===== src/common/pms_pkg.sv =====
// Package holding register map, field layout, reset values and states of the power-mode sequencer.
package pms_pkg;

   // Register indices on the plain register port (byte address = 4 x index).
   localparam logic [3:0] REG_PLL_CONTROL_REG   = 4'h0;
   localparam logic [3:0] REG_REGULATOR_CONTROL_REG    = 4'h1;
   localparam logic [3:0] REG_WAKE_MASK = 4'h2;
   localparam logic [3:0] REG_MODE_REQ  = 4'h3;
   localparam logic [3:0] REG_STATUS    = 4'h4;

   // pll_control_reg fields.
   localparam int PLL_BYPASS_BIT  = 8;
   localparam int PLL_DISABLE_BIT = 0;
   localparam logic [15:0] PLL_CONTROL_REG_RESET = 16'h0000;

   // regulator_control_reg fields.
   localparam int VR_FIELD_A_LSB   = 0;
   localparam int VR_GAIN_LSB      = 2;
   localparam int VR_LEVEL_LSB     = 4;
   localparam int VR_CAN_WAKE_BIT  = 8;
   localparam int VR_GPW_WAKE_BIT  = 9;
   localparam int VR_RTC_WAKE_BIT  = 10;
   localparam int VR_BYPASS_BIT    = 12;
   localparam int VR_CKELOW_BIT    = 15;
   localparam logic [1:0]  VR_FIELD_A_OFF = 2'h0;
   localparam logic [15:0] REGULATOR_CONTROL_REG_RESET   = 16'h40B3;
   localparam logic [3:0]  VR_LEVEL_RESET = 4'hB;

   // Regulator level step and base, in millivolts.
   localparam int VR_STEP_MV = 50;
   localparam int VR_BASE_MV = 700;

   // Mode request codes written to the request register.
   localparam logic [1:0] REQ_SLEEP      = 2'h1;
   localparam logic [1:0] REQ_DEEP_SLEEP = 2'h2;

   // Reset sequence length after a hibernate wake, and PLL relock time.
   localparam int RESET_SEQ_CYCLES = 16;
   localparam int PLL_LOCK_CYCLES  = 8;
   localparam int WAKE_BITS        = 8;

   typedef enum logic [5:0] {
      ST_RESET      = 6'h01,
      ST_FULL_ON    = 6'h02,
      ST_ACTIVE     = 6'h04,
      ST_SLEEP      = 6'h08,
      ST_DEEP_SLEEP = 6'h10,
      ST_HIBERNATE  = 6'h20
   } pms_state_t;

endpackage


===== src/hw/pms_sync.sv =====
// Two-flip-flop synchroniser for a bundle of asynchronous levels.
`timescale 1ns/1ps
module pms_sync #(
   parameter int W = 1
) (
   // Clock and reset
   input  wire logic         clk,
   input  wire logic         srst,
   // Levels
   input  wire logic [W-1:0] async_in,
   output logic      [W-1:0] sync_out
);

   logic [W-1:0] meta_q;
   logic [W-1:0] meta_d;
   logic [W-1:0] sync_q;
   logic [W-1:0] sync_d;

   always_comb begin
      meta_d = async_in;
      sync_d = meta_q;
   end

   always_ff @(posedge clk) begin
      if (srst) begin
         meta_q <= '0;
         sync_q <= '0;
      end else begin
         meta_q <= meta_d;
         sync_q <= sync_d;
      end
   end

   assign sync_out = sync_q;

endmodule


===== src/hw/pms_sequencer.sv =====
// Power-mode sequencer: state machine, clock gates, regulator control and wake paths.
//
// Behaviour
// Power-up enters full-on, PLL on, clocks running.
// Active mode bypasses PLL, clocks at input.
// PLL re-enable needed before full-on or sleep.
// Active mode keeps DMA to L1 allowed.
// Sleep stops only core clock domain.
// Sleep withholds system DMA to L1.
// Masked wake in sleep picks mode by bypass.
// Deep sleep stops both clock domains.
// Deep sleep exits by RTC or reset.
// Field A 00 enters hibernate, supply off.
// Hibernate tri-states all external pins.
// Enabled CAN, wake pin, RTC, reset wake hibernate.
// Hibernate wake runs full reset sequence.
// Only regulator register survives hibernate.
// Hold-low bit keeps SDRAM CKE low on wake.
// Regulator level in 50 mV steps.
// Regulator can be disabled and bypassed.
// Sleep entry waits for PLL reconfiguration end.
//
// Our own choices: the placing of the registers and the strobed register port.
`timescale 1ns/1ps
module pms_sequencer (
   // Clock and reset
   input  wire logic        clk,
   input  wire logic        srst,
   // Register port
   input  wire logic [3:0]  reg_addr,
   input  wire logic [15:0] reg_wdata,
   input  wire logic        reg_wr,
   input  wire logic        reg_rd,
   output logic      [15:0] reg_rdata,
   // Wake sources, asynchronous to clk
   input  wire logic        can_wake,
   input  wire logic        general_wake_pin_n,
   input  wire logic        rtc_wake,
   input  wire logic        rtc_irq,
   input  wire logic        reset_pin_n,
   // Peripheral wake requests, same clock
   input  wire logic [7:0]  periph_wake,
   // Clock and PLL control
   output logic             core_clk_en,
   output logic             sys_clk_en,
   output logic             pll_enable,
   output logic             pll_bypass,
   output logic             pll_locked,
   // Regulator and supply
   output logic             internal_core_supply_on,
   output logic             vreg_enable,
   output logic [3:0]       vreg_level,
   output logic [11:0]      vreg_mv,
   // DMA and pins
   output logic             l1_dma_allow,
   output logic             pins_hiz,
   output logic             sdram_clock_enable_pin_o,
   output logic             sdram_clock_enable_pin_oe,
   output logic             core_reset,
   output logic [5:0]       mode
);

   localparam logic [4:0] SEQ_LAST = 5'(pms_pkg::RESET_SEQ_CYCLES - 1);
   localparam logic [3:0] LOCK_LAST = 4'(pms_pkg::PLL_LOCK_CYCLES - 1);
   localparam logic [1:0] VR_FIELD_ON = 2'h3;

   // Raw asynchronous inputs pass two flip-flops first.
   logic [4:0] raw_async;
   logic [4:0] sync_async;
   logic       can_s;
   logic       gpw_low_s;
   logic       rtcw_s;
   logic       rtci_s;
   logic       rst_pin_s;

   assign raw_async = {~reset_pin_n, rtc_irq, rtc_wake, ~general_wake_pin_n, can_wake};

   pms_sync #(.W(5)) u_sync (
      .clk      (clk),
      .srst     (srst),
      .async_in (raw_async),
      .sync_out (sync_async)
   );

   assign can_s     = sync_async[0];
   assign gpw_low_s = sync_async[1];
   assign rtcw_s    = sync_async[2];
   assign rtci_s    = sync_async[3];
   assign rst_pin_s = sync_async[4];

   function automatic logic is_reg(input logic [3:0] a, input logic [3:0] idx);
      return a == idx;
   endfunction

   pms_pkg::pms_state_t state_q, state_d;
   logic [15:0] pll_q, pll_d;
   logic [15:0] vr_q, vr_d;
   logic [7:0]  mask_q, mask_d;
   logic [4:0]  seq_q, seq_d;
   logic [3:0]  lock_q, lock_d;
   logic        cke_hold_q, cke_hold_d;
   logic        req_sleep_q, req_sleep_d;
   logic        req_deep_q, req_deep_d;
   logic [15:0] rdata_q, rdata_d;
   logic        wr_pll, wr_vr, wr_mask, wr_req;
   logic        pll_dis, pll_byp, locked;
   logic        hib_wake, sleep_wake;

   assign wr_pll  = reg_wr && is_reg(reg_addr, pms_pkg::REG_PLL_CONTROL_REG);
   assign wr_vr   = reg_wr && is_reg(reg_addr, pms_pkg::REG_REGULATOR_CONTROL_REG);
   assign wr_mask = reg_wr && is_reg(reg_addr, pms_pkg::REG_WAKE_MASK);
   assign wr_req  = reg_wr && is_reg(reg_addr, pms_pkg::REG_MODE_REQ);
   assign pll_dis = pll_q[pms_pkg::PLL_DISABLE_BIT];
   assign pll_byp = pll_q[pms_pkg::PLL_BYPASS_BIT];
   assign locked  = !pll_dis && (lock_q == LOCK_LAST);

   // Each hibernate wake source except the reset pin counts only when its enable bit is set.
   assign hib_wake = rst_pin_s
                  || (can_s     && vr_q[pms_pkg::VR_CAN_WAKE_BIT])
                  || (gpw_low_s && vr_q[pms_pkg::VR_GPW_WAKE_BIT])
                  || (rtcw_s    && vr_q[pms_pkg::VR_RTC_WAKE_BIT]);
   assign sleep_wake = |(periph_wake & mask_q);

   always_comb begin
      state_d     = state_q;
      pll_d       = pll_q;
      vr_d        = vr_q;
      mask_d      = mask_q;
      seq_d       = seq_q;
      cke_hold_d  = cke_hold_q;
      req_sleep_d = req_sleep_q;
      req_deep_d  = req_deep_q;
      lock_d      = pll_dis ? 4'h0 : (locked ? lock_q : lock_q + 4'h1);
      if (wr_pll) begin
         pll_d = reg_wdata;
         // The PLL may only be turned off while bypassed in active mode.
         if (state_q != pms_pkg::ST_ACTIVE) begin
            pll_d[pms_pkg::PLL_DISABLE_BIT] = 1'b0;
         end
         if (pll_d != pll_q) begin
            lock_d = 4'h0;
         end
      end
      if (wr_vr) begin
         vr_d = reg_wdata;
      end
      if (wr_mask) begin
         mask_d = reg_wdata[7:0];
      end
      case (state_q)
         pms_pkg::ST_RESET: begin
            // Counts the reset sequence; the hold-low bit clears when it ends.
            seq_d = seq_q + 5'h1;
            if (seq_q == SEQ_LAST) begin
               state_d    = pms_pkg::ST_FULL_ON;
               seq_d      = 5'h0;
               cke_hold_d = 1'b0;
            end
         end
         pms_pkg::ST_FULL_ON, pms_pkg::ST_ACTIVE: begin
            if (!pll_byp && !pll_dis && state_q == pms_pkg::ST_ACTIVE) begin
               state_d = pms_pkg::ST_FULL_ON;
            end else if (pll_byp && state_q == pms_pkg::ST_FULL_ON) begin
               state_d = pms_pkg::ST_ACTIVE;
            end
            // A request waits until the PLL has settled after any change; a deep-sleep request also goes ahead once the PLL is disabled.
            if (req_sleep_q && locked) begin
               state_d     = pms_pkg::ST_SLEEP;
               req_sleep_d = 1'b0;
            end else if (req_deep_q && (locked || pll_dis)) begin
               state_d    = pms_pkg::ST_DEEP_SLEEP;
               req_deep_d = 1'b0;
            end
         end
         pms_pkg::ST_SLEEP: begin
            if (sleep_wake) begin
               state_d = pll_byp ? pms_pkg::ST_ACTIVE : pms_pkg::ST_FULL_ON;
            end
         end
         pms_pkg::ST_DEEP_SLEEP: begin
            if (rst_pin_s) begin
               // A pin reset restores the PLL and wake mask defaults, so the sequence ends in full-on.
               state_d = pms_pkg::ST_RESET;
               seq_d   = 5'h0;
               pll_d   = pms_pkg::PLL_CONTROL_REG_RESET;
               mask_d  = 8'h00;
               lock_d  = 4'h0;
            end else if (rtci_s) begin
               state_d = pms_pkg::ST_ACTIVE;
               pll_d[pms_pkg::PLL_BYPASS_BIT] = 1'b1;
            end
         end
         pms_pkg::ST_HIBERNATE: begin
            if (hib_wake) begin
               state_d = pms_pkg::ST_RESET;
               seq_d   = 5'h0;
               vr_d[pms_pkg::VR_FIELD_A_LSB +: 2] = VR_FIELD_ON;
            end
         end
         default: state_d = pms_pkg::ST_RESET;
      endcase
      // Taken after the state decode so a request written in the cycle that
      // consumes the previous one is not lost.
      if (wr_req) begin
         req_sleep_d = reg_wdata[1:0] == pms_pkg::REQ_SLEEP;
         req_deep_d  = reg_wdata[1:0] == pms_pkg::REQ_DEEP_SLEEP;
      end
      // Field A written to zero shuts the regulator off from any running state.
      if (wr_vr && reg_wdata[pms_pkg::VR_FIELD_A_LSB +: 2] == pms_pkg::VR_FIELD_A_OFF
          && state_q != pms_pkg::ST_RESET) begin
         state_d     = pms_pkg::ST_HIBERNATE;
         cke_hold_d  = reg_wdata[pms_pkg::VR_CKELOW_BIT];
         // Everything except the regulator register is lost.
         pll_d       = pms_pkg::PLL_CONTROL_REG_RESET;
         mask_d      = 8'h00;
         req_sleep_d = 1'b0;
         req_deep_d  = 1'b0;
      end
      if (state_q == pms_pkg::ST_HIBERNATE && hib_wake) begin
         pll_d  = pms_pkg::PLL_CONTROL_REG_RESET;
         mask_d = 8'h00;
         lock_d = 4'h0;
      end
      rdata_d = 16'h0000;
      if (reg_rd) begin
         case (reg_addr)
            pms_pkg::REG_PLL_CONTROL_REG:   rdata_d = pll_q;
            pms_pkg::REG_REGULATOR_CONTROL_REG:    rdata_d = vr_q;
            pms_pkg::REG_WAKE_MASK: rdata_d = {8'h00, mask_q};
            pms_pkg::REG_MODE_REQ:  rdata_d = {14'h0000, req_deep_q, req_sleep_q};
            pms_pkg::REG_STATUS:    rdata_d = {9'h000, locked, state_q};
            default:                rdata_d = 16'h0000;
         endcase
      end
   end

   always_ff @(posedge clk) begin
      if (srst) begin
         state_q     <= pms_pkg::ST_RESET;
         pll_q       <= pms_pkg::PLL_CONTROL_REG_RESET;
         vr_q        <= pms_pkg::REGULATOR_CONTROL_REG_RESET;
         mask_q      <= 8'h00;
         seq_q       <= 5'h0;
         lock_q      <= 4'h0;
         cke_hold_q  <= 1'b0;
         req_sleep_q <= 1'b0;
         req_deep_q  <= 1'b0;
         rdata_q     <= 16'h0000;
      end else begin
         state_q     <= state_d;
         pll_q       <= pll_d;
         vr_q        <= vr_d;
         mask_q      <= mask_d;
         seq_q       <= seq_d;
         lock_q      <= lock_d;
         cke_hold_q  <= cke_hold_d;
         req_sleep_q <= req_sleep_d;
         req_deep_q  <= req_deep_d;
         rdata_q     <= rdata_d;
      end
   end

   logic running;
   assign running = (state_q == pms_pkg::ST_FULL_ON) || (state_q == pms_pkg::ST_ACTIVE);

   assign reg_rdata   = rdata_q;
   assign mode        = state_q;
   assign core_clk_en = running;
   assign sys_clk_en  = running || (state_q == pms_pkg::ST_SLEEP);
   assign pll_enable  = !pll_dis && (running || state_q == pms_pkg::ST_SLEEP
                        || state_q == pms_pkg::ST_RESET);
   assign pll_bypass  = state_q == pms_pkg::ST_ACTIVE;
   assign pll_locked  = locked;
   assign l1_dma_allow = running;
   assign internal_core_supply_on = state_q != pms_pkg::ST_HIBERNATE;
   assign vreg_enable = !vr_q[pms_pkg::VR_BYPASS_BIT]
                        && state_q != pms_pkg::ST_HIBERNATE;
   assign vreg_level  = vr_q[pms_pkg::VR_LEVEL_LSB +: 4];
   assign vreg_mv     = 12'(pms_pkg::VR_BASE_MV)
                        + 12'(vreg_level) * 12'(pms_pkg::VR_STEP_MV);
   assign pins_hiz    = state_q == pms_pkg::ST_HIBERNATE;
   assign core_reset  = state_q == pms_pkg::ST_RESET;
   // CKE pin released while hibernating; the board pull-down then holds it low.
   assign sdram_clock_enable_pin_oe = !pins_hiz;
   assign sdram_clock_enable_pin_o  = !(cke_hold_q || core_reset);

endmodule


===== config.mk =====
export PLATFORM = sky130hd
export DESIGN_NAME = pms_sequencer
export DESIGN_NICKNAME = d
export VERILOG_FILES = /design/src/common/pms_pkg.sv /design/src/hw/pms_sync.sv /design/src/hw/pms_sequencer.sv
export SDC_FILE = /design/constraint.sdc
export NUM_CORES = 1
export LEC_CHECK = 0
export ABC_AREA = 1
export BUFFER_PORTS_ARGS = -buffer_cell sky130_fd_sc_hd__buf_2
export CAP_MARGIN = 20
export CORE_ASPECT_RATIO = 0.8
export CORE_MARGIN = 1.5
export CORE_UTILIZATION = 50
export DETAILED_ROUTE_END_ITERATION = 10
export GPL_ROUTABILITY_DRIVEN = 0
export PLACE_DENSITY = 0.74
export SETUP_SLACK_MARGIN = 0.4
export SYNTH_ARGS = -nofsm -noshare
export SYNTH_HDL_FRONTEND = slang
export SYNTH_SLANG_ARGS = --single-unit

===== constraint.sdc =====
create_clock -name clk -period 5.4 [get_ports clk]
set_clock_uncertainty 0.1 [all_clocks]
set_input_delay 0.81 -clock clk [delete_from_list [all_inputs] [get_ports clk]]
set_output_delay 0.81 -clock clk [all_outputs]
set_load 0.01 [all_outputs]

==> qor.json <==
{
  "timing.critical_path.required": {"value": 4490, "unit": "ps"},
  "edff_count_synth": {"value": 0},
  "synth-seq-area-share": {"value": 0.395},
  "power.ir.vdd_worst": {"value": 0.216, "unit": "mV"},
  "initialDrtViolationCount": {"value": 300},
  "timing.critical_path.to_type": {"value": "output pin"},
  "cts_repair_resize_count": {"value": 0},
  "grt_antenna_before_repair": {"value": 0},
  "finalWorstPathRequiredPeriod": {"value": 3420, "unit": "ps"},
  "syn-mean-instance-area": {"value": 7.29, "unit": "um^2"},
  "ctsHoldBuffers": {"value": 0},
  "holdPathStages": {"value": 2},
  "timing_hold_violations_final": {"value": 0},
  "synth-compound-area-share": {"value": 0.132},
  "share_of_flip_flops_with_an_asynchronous_set_or_reset_after_synthesis": {"value": 0},
  "first_pass_iters": {"value": 5},
  "sinks_on_clock_net": {"value": 84},
  "rr_worst_depth": {"value": 8},
  "worstSetupStartpointType": {"value": "flip-flop"},
  "detailed_place_hpwl": {"value": 7.99, "unit": "mm"},
  "cp_cell_sequence": {"value": "inv_1 -> ha_1 -> fa_1 -> o21ai_0 -> nand2_1 -> nand2_1 -> xnor2_1 -> buf_2"},
  "root_buffer": {"value": "sky130_fd_sc_hd__clkbuf_8"},
  "r2r_start": {"value": "mode[1]$_SDFFE_PP0P_"},
  "clk_latency": {"value": 350, "unit": "ps"},
  "floorplan.die.height": {"value": 85.5, "unit": "um"},
  "buffer_ports.inserted": {"value": 84},
  "ff2ff_setup_slack": {"value": 3480, "unit": "ps"},
  "grt_setup_unrepaired": {"value": "no"},
  "finalNetCount": {"value": 707},
  "mostFrequentLayoutCell": {"value": "sky130_fd_sc_hd__nand2_1"},
  "wl_per_cell": {"value": 13.7, "unit": "um"},
  "post_route_cells_drive_above_1_share": {"value": 0.202},
  "yosys.cell_types.count": {"value": 37},
  "synthDominantCellAreaShare": {"value": 0.395},
  "grt_usage": {"value": 0.241},
  "syn-instance-count": {"value": 584},
  "std_cell_rows": {"value": 29},
  "post-place-ws": {"value": 2380, "unit": "ps"},
  "area.growth.synth_to_final": {"value": 14.6, "unit": "%"},
  "whs_endpoint": {"value": "u_sync.sync_out[3]$_SDFF_PP0_"},
  "drt.antenna.violating_nets": {"value": 0},
  "worst_slack": {"value": 1980, "unit": "ps"},
  "worst_ep_arrival_time": {"value": 2510, "unit": "ps"},
  "core_area": {"value": 0.00809, "unit": "mm^2"},
  "post-route-period-util": {"value": 0.633},
  "chipWidth": {"value": 106, "unit": "um"},
  "tritoncts_clock_tree": {"value": "yes"},
  "final-setup-viol-count": {"value": 0},
  "yosys-mux-area-fraction": {"value": 0},
  "outcome": {"value": "complete, no violations"},
  "regToRegEndpoint": {"value": "mask_q[4]$_SDFF_PP0_"},
  "timing.max_cap.violations": {"value": 0},
  "worstPathMaxFanout": {"value": 5},
  "dr_total_vias": {"value": 3969},
  "maxSlewViolCount": {"value": 0},
  "via_per_instance_ratio": {"value": 5.15},
  "worst_path_max_delay_cell": {"value": "sky130_fd_sc_hd__fa_1"},
  "transition_time_at_the_pin_with_the_least_slew_margin": {"value": 629, "unit": "ps"},
  "yosys_warnings": {"value": 0},
  "yosys.area.top_type": {"value": "sky130_fd_sc_hd__dfxtp_1"},
  "fmax": {"value": 292, "unit": "MHz"},
  "holdCritPathClass": {"value": "flip-flop to flip-flop"},
  "cts-htree-levels": {"value": 3},
  "top_usage_layer": {"value": "met2"},
  "critPathKind": {"value": "flip-flop to output pin"},
  "synthAdderAreaFrac": {"value": 0.0400},
  "grt_util_met3": {"value": 0.0593},
  "grt_remaining_overflow": {"value": 0},
  "relSlewSlack": {"value": 0.580},
  "final.fill_count": {"value": 755},
  "setup_fix_bufs_post_cts": {"value": 0},
  "clk_pin_slew_worst_paths": {"value": 80, "unit": "ps"},
  "dieArea": {"value": 0.00908, "unit": "mm^2"},
  "yosys-top-cells-area": {"value": "sky130_fd_sc_hd__dfxtp_1, sky130_fd_sc_hd__nand2_1, sky130_fd_sc_hd__nor2_1"},
  "num_cts_buffers": {"value": 9},
  "gr-usage-met1": {"value": 0.341},
  "critical_path.max_stage_delay": {"value": 600, "unit": "ps"},
  "setup-tns-final": {"value": 0, "unit": "ps"},
  "initial_utilization": {"value": 0.526},
  "drc_viols": {"value": 0},
  "synth_xor_xnor_area_share": {"value": 0.0535},
  "combinational_family_with_the_most_area_after_synthesis": {"value": "simple AND/OR/NAND/NOR gates"},
  "postSynthRegisterBits": {"value": 84},
  "grt_start_max_net_pins": {"value": 28},
  "number_of_global_route_vias_before_repair": {"value": 3606},
  "synthesis.area": {"value": 0.00426, "unit": "mm^2"},
  "fin_util": {"value": 0.603},
  "first_pass_grt_wire_length": {"value": 17.3, "unit": "mm"},
  "yosys_most_used_dff": {"value": "sky130_fd_sc_hd__dfxtp_1"},
  "number_of_primary_i_o_pins": {"value": 87},
  "power.total": {"value": 1.45, "unit": "mW"},
  "cellPowerDensity": {"value": 298, "unit": "mW/mm^2"},
  "antenna-diode-count": {"value": 0},
  "sum_of_buffers_and_inverters_on_the_critical_path": {"value": 2},
  "timing.hold.worst.start": {"value": "u_sync.meta_q[3]$_SDFF_PP0_"},
  "worst_path_most_repeated_cell": {"value": "sky130_fd_sc_hd__nand2_1"},
  "routed_wirelength": {"value": 10.5, "unit": "mm"},
  "number_of_buffers_between_clock_root_and_the_deepest_sink": {"value": 2},
  "cpLargestDelayFamily": {"value": "adder cells"},
  "synth_simple_gate_area_frac": {"value": 0.268},
  "grt_util_met2": {"value": 0.374},
  "layout.cells.most_common_list": {"value": "sky130_fd_sc_hd__nand2_1, sky130_fd_sc_hd__nor2_1, sky130_fd_sc_hd__dfxtp_1, sky130_fd_sc_hd__buf_2, sky130_fd_sc_hd__inv_1"},
  "leakage_power": {"value": 2.25, "unit": "nW"}
}
## through the flow
step / instances / instance area, um^2 / hold WS [ps]
after detailed placement: 754 / 4680 / 301
final: 770 / 4880 / 312
after CTS: 770 / 4880 / 317
after global routing: 770 / 4880 / 335
after floorplan: 585 / 4260 / 288
after global placement: 754 / 4680 / 292
## sequential cells by signal (all words and copies together) (netlist names)
name and cells:
cke_hold_q 1, lock_q 4, mask_q 8, mode 6
pll_q 16, reg_rdata 16, req_deep_q 1, req_sleep_q 1
seq_q 5, u_sync.meta_q 5, u_sync.sync_out 5, vr_q 16
## Yosys cell counts, drive strengths merged, types with 4 or more instances
| master | number |
|---|---|
| buf | 18 |
| a21oi | 29 |
| nand4 | 10 |
| inv | 88 |
| dfxtp | 84 |
| ha | 12 |
| clkbuf | 5 |
| nor2 | 101 |
| xnor2 | 11 |
| nand3 | 32 |
| xor2 | 15 |
| o211ai | 7 |
| nor3 | 4 |
| o22ai | 19 |
| nand2 | 98 |
| o21ai | 40 |
## layout make-up
| class | count | area (um^2) | area share |
|---|---|---|---|
| inverter | 88 | 330 | 0.0677 |
| sequential | 84 | 1680 | 0.345 |
| timing repair buffer | 84 | 420 | 0.0862 |
| clock buffer | 11 | 141 | 0.0290 |
| multi-input combinational | 390 | 2110 | 0.432 |
| clock inverter | 5 | 60.1 | 0.0123 |
| tap | 108 | 135 | 0.0277 |
## worst min-delay path, delay by kind of cell (launching register included)
family,cells,cell delay (ps)
simple gates,1,30
buf+inv,1,40
flops,1,300
## kinds of logic after synthesis
kind of cell,count (synthesis)
buf+inv,111
simple gates,249
compound gates,100
other cells,1
fa+ha+maj,13
flops,84
xor+xnor,26
## power breakdown
group          switching, mW  internal, mW  total (mW)  leakage, nW
clock                  0.224         0.228       0.452       0.0999
combinational          0.202         0.122       0.324         1.47
sequential            0.0284         0.649       0.678        0.682
## how the worst max path moves through the flow
stage | start | to | slack (ps) | depth (start not counted)
floorplan | vr_q[5]$_SDFFE_PP1P_ | vreg_mv[9] | 2570 | 8
detailed placement | vr_q[5]$_SDFFE_PP1P_ | vreg_mv[9] | 2380 | 9
CTS | vr_q[5]$_SDFFE_PP1P_ | vreg_mv[9] | 1990 | 9
finish | vr_q[5]$_SDFFE_PP1P_ | vreg_mv[9] | 1980 | 8
global route | vr_q[5]$_SDFFE_PP1P_ | vreg_mv[9] | 1780 | 8
global placement | vr_q[6]$_SDFFE_PP0P_ | vreg_mv[9] | 2500 | 9
## metal layers
| metal | share of wire | vias to the layer above |
|---|---|---|
| met1 | 0.48 | 1807 |
| li1 | - | 2003 |
| met5 | 0 | - |
| met2 | 0.43 | 148 |
| met4 | 0.010 | 0 |
| met3 | 0.074 | 11 |
Note: power is estimated with default switching activity, not from simulation.
